`src/shared/cfb_pkg.sv`:
```
// Package of constants and operation codes for the flags, logic and branch unit
package cfb_pkg;
    localparam int PC_W = 16;
    localparam int STK_DEPTH = 256;
    localparam logic [15:0] PC_RST = 16'h0000;
    localparam logic [7:0] STK_RST = 8'h07;
    localparam logic [7:0] ACC_RST = 8'h00;
    localparam logic [7:0] STK_STEP = 8'h02;
    localparam logic [15:0] LEN_PAGE = 16'h0002;
    localparam logic [15:0] LEN_LONG = 16'h0003;
    localparam logic [15:0] LEN_REL = 16'h0002;
    localparam logic [15:0] LEN_BITBR = 16'h0003;
    localparam logic [15:0] LEN_CMPBR = 16'h0003;
    localparam int PAGE_HI = 11;
    localparam int OPC_PAGE_LO = 5;
    // Status word field positions
    localparam int SW_CY = 7;
    localparam int SW_AC = 6;
    localparam int SW_OV = 2;
    localparam int SW_P = 0;
    typedef enum logic [5:0] {
        CFB_NOP, CFB_ADD, CFB_ADDC, CFB_SUBB, CFB_ACC_LOAD, CFB_STATUS_WR,
        CFB_ZERO_ACC, CFB_ZERO_BIT, CFB_FORCE_ONE_BIT, CFB_INVERT_ACC,
        CFB_INVERT_BIT, CFB_ROTATE_LEFT, CFB_ROTATE_LEFT_C, CFB_ROTATE_RIGHT,
        CFB_ROTATE_RIGHT_C, CFB_NIBBLE_SWAP, CFB_AND_BYTE, CFB_OR_BYTE,
        CFB_XOR_BYTE, CFB_AND_BIT, CFB_OR_BIT, CFB_SHORT_PAGE_CALL,
        CFB_LONG_CALL, CFB_CALL_EXIT, CFB_INTERRUPT_EXIT, CFB_PAGE_JUMP,
        CFB_LONG_JUMP, CFB_RELATIVE_JUMP, CFB_INDEXED_JUMP, CFB_BR_ACC_ZERO,
        CFB_BR_ACC_NONZERO, CFB_BR_CARRY, CFB_BR_NO_CARRY, CFB_BR_BIT_ONE,
        CFB_BR_BIT_ZERO, CFB_BR_TEST_CLEAR, CFB_CMP_BRANCH, CFB_DEC_BRANCH
    } cfb_op_e;
endpackage

```
`src/shared/cfb_alu_if.sv`:
```
// Interface between the core and its add and subtract slice
`timescale 1ns/100ps
`default_nettype none
interface cfb_alu_if;
    logic [7:0] a;
    logic [7:0] b;
    logic       cin;
    logic       sub;
    logic [7:0] res;
    logic       cy;
    logic       ac;
    logic       ov;
    modport user (output a, b, cin, sub, input res, cy, ac, ov);
    modport alu  (input a, b, cin, sub, output res, cy, ac, ov);
endinterface
`default_nettype wire

```
`src/core/cfb_exec_unit.sv`:
```
// Flags, logic operation and control transfer execution unit
`timescale 1ns/100ps
`default_nettype none
module cfb_exec_unit
    import cfb_pkg::*;
(
    input  wire logic        clk_sys_i,
    input  wire logic        rst_i,
    input  wire logic        op_valid_i,
    input  wire cfb_op_e     op_i,
    input  wire logic [7:0]  opcode_i,
    input  wire logic [7:0]  imm1_i,
    input  wire logic [7:0]  imm2_i,
    input  wire logic [7:0]  rel_i,
    input  wire logic [7:0]  byte_i,
    input  wire logic        bit_i,
    input  wire logic        dst_acc_i,
    input  wire logic [1:0]  ilen_i,
    input  wire logic [15:0] data_pointer_i,
    output logic [7:0]       acc_o,
    output logic [7:0]       status_word_o,
    output logic [15:0]      instruction_counter_o,
    output logic [7:0]       stack_top_index_o,
    output logic [7:0]       byte_o,
    output logic             byte_we_o,
    output logic             bit_o,
    output logic             bit_we_o,
    output logic             branch_taken_o,
    output logic             prio_release_o
);
    logic [7:0]  acc, next_acc;
    logic        carry_flag, next_carry_flag;
    logic        half_carry_flag, next_half_carry_flag;
    logic        signed_range_flag, next_signed_range_flag;
    logic        parity_flag;
    logic [15:0] instruction_counter, next_instruction_counter;
    logic [7:0]  stack_top_index, next_stack_top_index;
    logic [7:0]  byte_q, next_byte_q;
    logic        byte_we, next_byte_we;
    logic        bit_q, next_bit_q;
    logic        bit_we, next_bit_we;
    logic        taken, next_taken;
    logic        release_q, next_release_q;
    logic        push_en;
    logic [15:0] push_val;
    logic [7:0]  stack_mem [STK_DEPTH];
    logic [15:0] seq_pc;
    logic [15:0] rel_target;
    logic [15:0] ret_addr;
    logic [7:0]  src1, src2;
    logic        br;

    cfb_alu_if alu ();
    cfb_addsub i_cfb_addsub (.bus(alu.alu));

    // Length of the current instruction, fixed for calls, direct jumps and all branches except the decrement branch
    function automatic logic [15:0] op_len(input cfb_op_e op,
                                           input logic [1:0] ilen);
        case (op)
            CFB_SHORT_PAGE_CALL, CFB_PAGE_JUMP: op_len = LEN_PAGE;
            CFB_LONG_CALL, CFB_LONG_JUMP:       op_len = LEN_LONG;
            CFB_RELATIVE_JUMP, CFB_BR_ACC_ZERO, CFB_BR_ACC_NONZERO,
            CFB_BR_CARRY, CFB_BR_NO_CARRY:      op_len = LEN_REL;
            CFB_BR_BIT_ONE, CFB_BR_BIT_ZERO,
            CFB_BR_TEST_CLEAR:                  op_len = LEN_BITBR;
            CFB_CMP_BRANCH:                     op_len = LEN_CMPBR;
            default:                            op_len = {14'h0000, ilen};
        endcase
    endfunction

    assign seq_pc = instruction_counter + op_len(op_i, ilen_i);
    assign rel_target = seq_pc + {{8{rel_i[7]}}, rel_i};
    assign ret_addr = {stack_mem[stack_top_index],
                       stack_mem[stack_top_index - 8'h01]};
    assign src1 = dst_acc_i ? acc : byte_i;
    assign src2 = dst_acc_i ? byte_i : imm1_i;

    always_comb begin
        alu.a   = acc;
        alu.b   = byte_i;
        alu.cin = 1'b0;
        alu.sub = 1'b0;
        case (op_i)
            CFB_ADDC: alu.cin = carry_flag;
            CFB_SUBB: begin
                alu.cin = carry_flag;
                alu.sub = 1'b1;
            end
            CFB_CMP_BRANCH: begin
                alu.a   = src1;
                alu.b   = src2;
                alu.sub = 1'b1;
            end
            CFB_DEC_BRANCH: begin
                alu.a   = byte_i;
                alu.b   = 8'h01;
                alu.sub = 1'b1;
            end
            default: ;
        endcase
    end

    always_comb begin
        next_acc = acc;
        next_carry_flag = carry_flag;
        next_half_carry_flag = half_carry_flag;
        next_signed_range_flag = signed_range_flag;
        next_instruction_counter = instruction_counter;
        next_stack_top_index = stack_top_index;
        next_byte_q = byte_q;
        next_byte_we = 1'b0;
        next_bit_q = bit_q;
        next_bit_we = 1'b0;
        next_taken = 1'b0;
        next_release_q = 1'b0;
        push_en = 1'b0;
        push_val = seq_pc;
        br = 1'b0;
        if (op_valid_i) begin
            next_instruction_counter = seq_pc;
            case (op_i)
                CFB_ADD, CFB_ADDC, CFB_SUBB: begin
                    next_acc = alu.res;
                    next_carry_flag = alu.cy;
                    next_half_carry_flag = alu.ac;
                    next_signed_range_flag = alu.ov;
                end
                CFB_ACC_LOAD: next_acc = byte_i;
                CFB_STATUS_WR: begin
                    // Odd bit count position of the written value is dropped
                    next_carry_flag = byte_i[SW_CY];
                    next_half_carry_flag = byte_i[SW_AC];
                    next_signed_range_flag = byte_i[SW_OV];
                end
                CFB_ZERO_ACC: next_acc = ACC_RST;
                CFB_ZERO_BIT, CFB_FORCE_ONE_BIT: begin
                    next_bit_q = (op_i == CFB_FORCE_ONE_BIT);
                    next_bit_we = 1'b1;
                end
                CFB_INVERT_ACC: next_acc = ~acc;
                CFB_INVERT_BIT: begin
                    next_bit_q = ~bit_i;
                    next_bit_we = 1'b1;
                end
                CFB_ROTATE_LEFT: next_acc = {acc[6:0], acc[7]};
                CFB_ROTATE_RIGHT: next_acc = {acc[0], acc[7:1]};
                CFB_ROTATE_LEFT_C: begin
                    next_acc = {acc[6:0], carry_flag};
                    next_carry_flag = acc[7];
                end
                CFB_ROTATE_RIGHT_C: begin
                    next_acc = {carry_flag, acc[7:1]};
                    next_carry_flag = acc[0];
                end
                CFB_NIBBLE_SWAP: next_acc = {acc[3:0], acc[7:4]};
                CFB_AND_BYTE, CFB_OR_BYTE, CFB_XOR_BYTE: begin
                    if (op_i == CFB_AND_BYTE) begin
                        next_byte_q = src1 & src2;
                    end else if (op_i == CFB_OR_BYTE) begin
                        next_byte_q = src1 | src2;
                    end else begin
                        next_byte_q = src1 ^ src2;
                    end
                    if (dst_acc_i) begin
                        next_acc = next_byte_q;
                    end else begin
                        next_byte_we = 1'b1;
                    end
                end
                CFB_AND_BIT: next_carry_flag = carry_flag & bit_i;
                CFB_OR_BIT: next_carry_flag = carry_flag | bit_i;
                CFB_SHORT_PAGE_CALL, CFB_PAGE_JUMP: begin
                    next_instruction_counter = {seq_pc[PC_W-1:PAGE_HI],
                        opcode_i[7:OPC_PAGE_LO], imm1_i};
                    push_en = (op_i == CFB_SHORT_PAGE_CALL);
                end
                CFB_LONG_CALL, CFB_LONG_JUMP: begin
                    next_instruction_counter = {imm1_i, imm2_i};
                    push_en = (op_i == CFB_LONG_CALL);
                end
                CFB_CALL_EXIT, CFB_INTERRUPT_EXIT: begin
                    next_instruction_counter = ret_addr;
                    next_stack_top_index = stack_top_index - STK_STEP;
                    next_release_q = (op_i == CFB_INTERRUPT_EXIT);
                end
                CFB_RELATIVE_JUMP: br = 1'b1;
                CFB_INDEXED_JUMP:
                    next_instruction_counter =
                        data_pointer_i + {8'h00, acc};
                CFB_BR_ACC_ZERO: br = (acc == 8'h00);
                CFB_BR_ACC_NONZERO: br = (acc != 8'h00);
                CFB_BR_CARRY: br = carry_flag;
                CFB_BR_NO_CARRY: br = ~carry_flag;
                CFB_BR_BIT_ONE: br = bit_i;
                CFB_BR_BIT_ZERO: br = ~bit_i;
                CFB_BR_TEST_CLEAR: begin
                    br = bit_i;
                    next_bit_q = 1'b0;
                    next_bit_we = bit_i;
                end
                CFB_CMP_BRANCH: begin
                    br = (src1 != src2);
                    next_carry_flag = alu.cy;
                end
                CFB_DEC_BRANCH: begin
                    next_byte_q = alu.res;
                    next_byte_we = 1'b1;
                    br = (alu.res != 8'h00);
                end
                default: ;
            endcase
            if (push_en) begin
                next_stack_top_index = stack_top_index + STK_STEP;
            end
            if (br) begin
                next_instruction_counter = rel_target;
            end
            next_taken = br;
        end
    end

    always_ff @(posedge clk_sys_i) begin
        if (rst_i) begin
            acc <= ACC_RST;
            carry_flag <= 1'b0;
            half_carry_flag <= 1'b0;
            signed_range_flag <= 1'b0;
            parity_flag <= 1'b0;
            instruction_counter <= PC_RST;
            stack_top_index <= STK_RST;
            byte_q <= ACC_RST;
            byte_we <= 1'b0;
            bit_q <= 1'b0;
            bit_we <= 1'b0;
            taken <= 1'b0;
            release_q <= 1'b0;
        end else begin
            acc <= next_acc;
            carry_flag <= next_carry_flag;
            half_carry_flag <= next_half_carry_flag;
            signed_range_flag <= next_signed_range_flag;
            parity_flag <= ^next_acc;
            instruction_counter <= next_instruction_counter;
            stack_top_index <= next_stack_top_index;
            byte_q <= next_byte_q;
            byte_we <= next_byte_we;
            bit_q <= next_bit_q;
            bit_we <= next_bit_we;
            taken <= next_taken;
            release_q <= next_release_q;
        end
    end

    // Stack contents need no reset; low byte lands one above the old index
    always_ff @(posedge clk_sys_i) begin
        if (!rst_i && push_en) begin
            stack_mem[stack_top_index + 8'h01] <= push_val[7:0];
            stack_mem[stack_top_index + 8'h02] <= push_val[15:8];
        end
    end

    assign acc_o = acc;
    assign status_word_o = {carry_flag, half_carry_flag, 3'b000,
                            signed_range_flag, 1'b0, parity_flag};
    assign instruction_counter_o = instruction_counter;
    assign stack_top_index_o = stack_top_index;
    assign byte_o = byte_q;
    assign byte_we_o = byte_we;
    assign bit_o = bit_q;
    assign bit_we_o = bit_we;
    assign branch_taken_o = taken;
    assign prio_release_o = release_q;

    // Checking helpers
    logic [8:0] add_chk;
    logic [4:0] nib_chk;
    assign add_chk = {1'b0, acc} + {1'b0, byte_i};
    assign nib_chk = {1'b0, acc[3:0]} + {1'b0, byte_i[3:0]};
endmodule
`default_nettype wire

```
`src/core/cfb_addsub.sv`:
```
// Add and subtract slice producing carry, half carry and signed range flags
`timescale 1ns/100ps
`default_nettype none
module cfb_addsub (
    cfb_alu_if.alu bus
);
    logic [4:0] low;
    logic [3:0] mid;
    logic [1:0] top;

    always_comb begin
        if (bus.sub) begin
            // The top bit of each slice (low[4], mid[3], top[1]) is the borrow out of that slice
            low = {1'b0, bus.a[3:0]} - {1'b0, bus.b[3:0]} - {4'h0, bus.cin};
            mid = {1'b0, bus.a[6:4]} - {1'b0, bus.b[6:4]} - {3'h0, low[4]};
            top = {1'b0, bus.a[7]} - {1'b0, bus.b[7]} - {1'b0, mid[3]};
        end else begin
            low = {1'b0, bus.a[3:0]} + {1'b0, bus.b[3:0]} + {4'h0, bus.cin};
            mid = {1'b0, bus.a[6:4]} + {1'b0, bus.b[6:4]} + {3'h0, low[4]};
            top = {1'b0, bus.a[7]} + {1'b0, bus.b[7]} + {1'b0, mid[3]};
        end
    end

    assign bus.res = {top[0], mid[2:0], low[3:0]};
    assign bus.cy  = top[1];
    assign bus.ac  = low[4];
    assign bus.ov  = top[1] ^ mid[3];
endmodule
`default_nettype wire

```
`config.mk`:
```
export PLATFORM = sky130hd
export DESIGN_NAME = cfb_exec_unit
export DESIGN_NICKNAME = d
export VERILOG_FILES = /design/src/shared/cfb_pkg.sv /design/src/shared/cfb_alu_if.sv /design/src/core/cfb_exec_unit.sv /design/src/core/cfb_addsub.sv
export SDC_FILE = /design/constraint.sdc
export NUM_CORES = 2
export LEC_CHECK = 0
export BUFFER_PORTS_ARGS = -buffer_cell sky130_fd_sc_hd__clkbuf_2
export CAP_MARGIN = 20
export CORE_MARGIN = 3
export CORE_UTILIZATION = 45
export DETAILED_ROUTE_END_ITERATION = 10
export SYNTH_ARGS = -nofsm -noshare
export SYNTH_HDL_FRONTEND = slang
export SYNTH_SLANG_ARGS = --single-unit
```
`constraint.sdc`:
```
create_clock -name clk_sys_i -period 11.2 [get_ports clk_sys_i]
set_input_delay 2.8 -clock clk_sys_i [delete_from_list [all_inputs] [get_ports clk_sys_i]]
set_output_delay 2.8 -clock clk_sys_i [all_outputs]
set_load 0.03 [all_outputs]
```
==> Flow_metrics.wiki <==
{| class="wikitable"
! Metric !! Value
|-
| Placed instance count || around 9000
|-
| Max Freq || 111.1 MHz
|-
| Number of maximum-capacitance constraint violations || 0
|-
| Worst setup slack before clock tree synthesis || 1.368 ns
|-
| TritonCTS buffer count || 217
|-
| Crit path largest cell delay || between 0.9 and 1 ns
|-
| Combined area of the multi-input logic cells || roughly 0.031 mm2
|-
| Minimum hold slack || approximately 0.5 ns
|-
| Routed Antenna Nets || 0
|-
| Internal Dissipation || around 13 mW
|-
| Leakage component of the power || 35.84 nW
|-
| Number of clock sinks seen by CTS || 2103
|-
| Weighted congestion reported at the end of routability-driven placement || slightly above 0.9
|-
| TritonCTS clock tree || built
|-
| Hold Crit Start || byte_o[0]
|-
| Total power per unit cell area || between 150 and 200 mW/mm2
|-
| Portion of total power attributed to the clock network || 0.401
|-
| Synthesis Warnings || 0
|-
| Number of post-CTS setup repair buffers || 0
|-
| Share of power burned in registers || 0.508
|-
| Clk_lat worst skew || 0.89 ns
|-
| Setup repair after global routing missed its margin || false
|-
| Final critical-path required period || about 9 ns
|-
| Commonest non-fill, non-tap cell in the layout || sky130_fd_sc_hd__edfxtp_1
|-
| Wire length of the first global-routing pass || around 390000 um
|-
| Total cell area at the placement stage || 0.09964 mm2
|-
| Chip width || 468.3 um
|-
| Number of nets in the finished design || 6519
|-
| Share of total power in combinational logic || 0.091
|-
| Final Hold Viols || 0
|-
| Row Count || 169
|-
| Area used by sequential logic in the layout || roughly 0.063 mm2
|-
| Initial antenna violation count || 8
|-
| Most numerous cell on the critical path || sky130_fd_sc_hd__fa_1
|-
| Run status || complete, no violations
|-
| Starting Density || 0.4530
|-
| CP max FO || 28
|-
| Clk_skew || ~0.05 ns
|-
| Least setup slack across all paths after layout || around 2.2 ns
|-
| Via density || around 6
|-
| Number of endpoints failing setup at the final stage || 0
|-
| Post-route DRC || 0
|-
| Fin. max-slew vios || 0
|-
| Maximum number of pins on one net before global-route repair || between 100 and 150
|-
| Aggregate routed wire length || between 200000 and 300000 um
|-
| Total overflow reported by the global router || 0
|-
| Area leader, netlist || sky130_fd_sc_hd__edfxtp_1
|-
| Worst Max-Slew Pin Slew || ~1.3 ns
|-
| Total non-filler cell area in the finished layout || approximately 0.11 mm2
|-
| Number of enable flip-flop cells after synthesis || roughly 2000
|-
| Data arrival time at the worst-slack endpoint || between 9 and 10 ns
|-
| Total of cells resized after clock tree synthesis || 0
|-
| Type of the most critical hold path || register to register
|-
| Number of DRC violations after detailed-routing iteration 0 || between 7000 and 8000
|-
| Placed wire-length estimate || roughly 170000 um
|-
| Layout cell share with drive strength beyond 1 || 0.2080
|-
| Fill cells || between 15000 and 20000
|-
| Critical-path cell list || clkbuf_2 > nand4bb_1 > a211oi_1 > mux2_2 > fa_1 > o21a_1 > nor2_1 > xnor2_1 > fa_1 > ha_1 > a211oi_1 > xnor2_1 > fa_1 > o31ai_1 > nand3_1 > o31ai_2 > nand2_1 > mux2i_1 > a2111oi_0
|-
| Required time worst endpoint || 11.92 ns
|-
| Final period util || 0.8037
|-
| Critical path startpoint category || input port
|-
| Final TNS setup || 0 ns
|-
| Clock H-tree levels || 4
|-
| Worst vdd ir || ~170 uV
|-
| Number of flip-flops and latches in the synthesized netlist || about 2100
|-
| Slew headroom || 0.1422
|-
| Post-synth ARST share || 0
|-
| Per-cell routed wire length || approximately 29 um
|-
| Number of distinct library cell variants in the gate-level netlist after synthesis || 84
|-
| Register clock-pin slew on the reported worst setup and hold paths || ~0.060 ns
|-
| Reg-to-reg critical path startpoint || carry_flag
|-
| CP Launch Point || op_i[3]
|-
| Synth Instances || approximately 6500
|-
| Yosys top cell area share || 0.6395
|-
| Floorplan die area || 0.2193 mm2
|-
| CP delay by family, top || compound AO/OA/AOI/OAI gates
|-
| Switching portion of total power || 0.2408
|-
| Post-synth top flop || sky130_fd_sc_hd__edfxtp_1
|-
| Overall power after layout || 17.65 mW
|-
| Syn Std Cell Area || 0.09617 mm2
|-
| Height of the chip || roughly 470 um
|-
| Port Buffer Count || around 110
|-
| Area growth from synthesis to layout || 10.83%
|-
| Clock Root Buffer || sky130_fd_sc_hd__clkbuf_16
|-
| Final core occ || 0.5021
|-
| Synth top area cells || sky130_fd_sc_hd__edfxtp_1, sky130_fd_sc_hd__mux4_2, sky130_fd_sc_hd__a21oi_1
|-
| Hold buffer count at CTS || 0
|-
| Initial DRT Pass Iterations || 8
|-
| Worst Setup Path Type || input port to register
|-
| WP buf/inv || 1
|-
| Total core area || about 0.21 mm2
|-
| GR Util All Layers || 0.2465
|-
| Non-filler cells, final || 9385
|-
| Crit path max-delay cell type || sky130_fd_sc_hd__a211oi_1
|-
| Most frequent cells in the layout || sky130_fd_sc_hd__edfxtp_1, sky130_fd_sc_hd__nor2_1, sky130_fd_sc_hd__a21oi_1
|-
| Synthesized area divided by synthesized cell count || 14.84 um2
|-
| Max clock buf depth || 3
|-
| Endpoint type of the worst setup path || register
|-
| Top-level I/O count || between 100 and 150
|-
| Net Sw Power || between 4 and 5 mW
|-
| Number of global-route vias before repair || around 56000
|-
| Share of synthesized area occupied by flip-flops and latches || 0.6509
|-
| Via total after detailed routing || between 50000 and 60000
|}
-- state kept, by name, indices dropped and copies added, names as in the netlist, 7 cells and up, named ones only --
register,cells
stack_top_index_o,7
instruction_counter_o,16
byte_o,8
acc_o,8
stack_mem,2048
-- cell usage after synthesis (all sizes together) (6+ instances only) --
cell        n
nor4       11
inv       119
and2        9
o21ai     244
nor3       36
o211ai     20
dfxtp      55
a221oi     16
o21bai      6
fa         13
buf       197
and3       18
o31ai       6
xnor2      39
a2111oi     7
nand2     350
mux2i     124
xor2       24
edfxtp   2048
nand3      48
nand2b     18
a21o       11
nand4      10
mux2       13
a211oi     22
a22oi      20
nor2b      19
mux4      657
o22ai      10
a21oi     833
nor2      941
or3         7
clkbuf    382
ha         54
-- path summary, 6_finish.rpt --
| kind | endpoint | slack (ns) | depth (start not counted) |
|---|---|---|---|
| setup / recovery | instruction_counter_o[3] | 2.20 | 19 |
| hold reg to reg | byte_o[0] | 0.50 | 2 |
| hold / removal | byte_o[0] | 0.50 | 2 |
| setup reg to reg | instruction_counter_o[3] | 4.95 | 19 |
-- power groups by stage --
stage                     sequential, mW  clock [mW]  combinational (mW)
after detailed placement            9.13           0                1.60
after global placement              9.13           0                1.53
after global routing                8.96        7.48                1.77
after CTS                           8.97        7.19                1.60
after floorplan                     9.16           0                1.07
final                               8.97        7.08                1.60
-- cell families (layout without fill, tap and decap cells) --
group	Yosys count	count (layout)	synth area share
compound gates	1255	1255	0.07111
xor+xnor	65	65	0.006206
fa+ha+maj	67	67	0.009731
buf+inv	698	776	0.03008
flops	2103	2103	0.6509
mux	794	794	0.1683
other cells	2	8	0.00007809
simple gates	1496	1496	0.06359
-- cell type report --
cell class,count,share of cell area
Tap cell,2821,0.03311
Clock buffer,276,0.05321
Multi-Input combinational cell,3682,0.2934
Antenna cell,3,0.00007043
Clock inverter,121,0.01148
Timing Repair Buffer,260,0.01668
Inverter,119,0.004496
Sequential cell,2103,0.5876
-- layer usage --
| metal | share of wire | wire, um | GRT usage |
|---|---|---|---|
| met1 | 0.41 | 110300 | 0.3443 |
| met2 | 0.48 | 128900 | 0.3925 |
| met3 | 0.082 | 22280 | 0.04362 |
| met4 | 0.035 | 9542 | 0.08521 |
| met5 | 0.00010 | 27 | 0 |
-- worst min-delay path: cells and delay by family (launching register included) --
| family | cells | cell delay (ns) |
|---|---|---|
| and+or+nand+nor | 1 | 0.07 |
| DFF | 1 | 0.33 |
| AOI/OAI and AO/OA | 1 | 0.06 |
No activity file was read; power rests on OpenSTA's default activity.
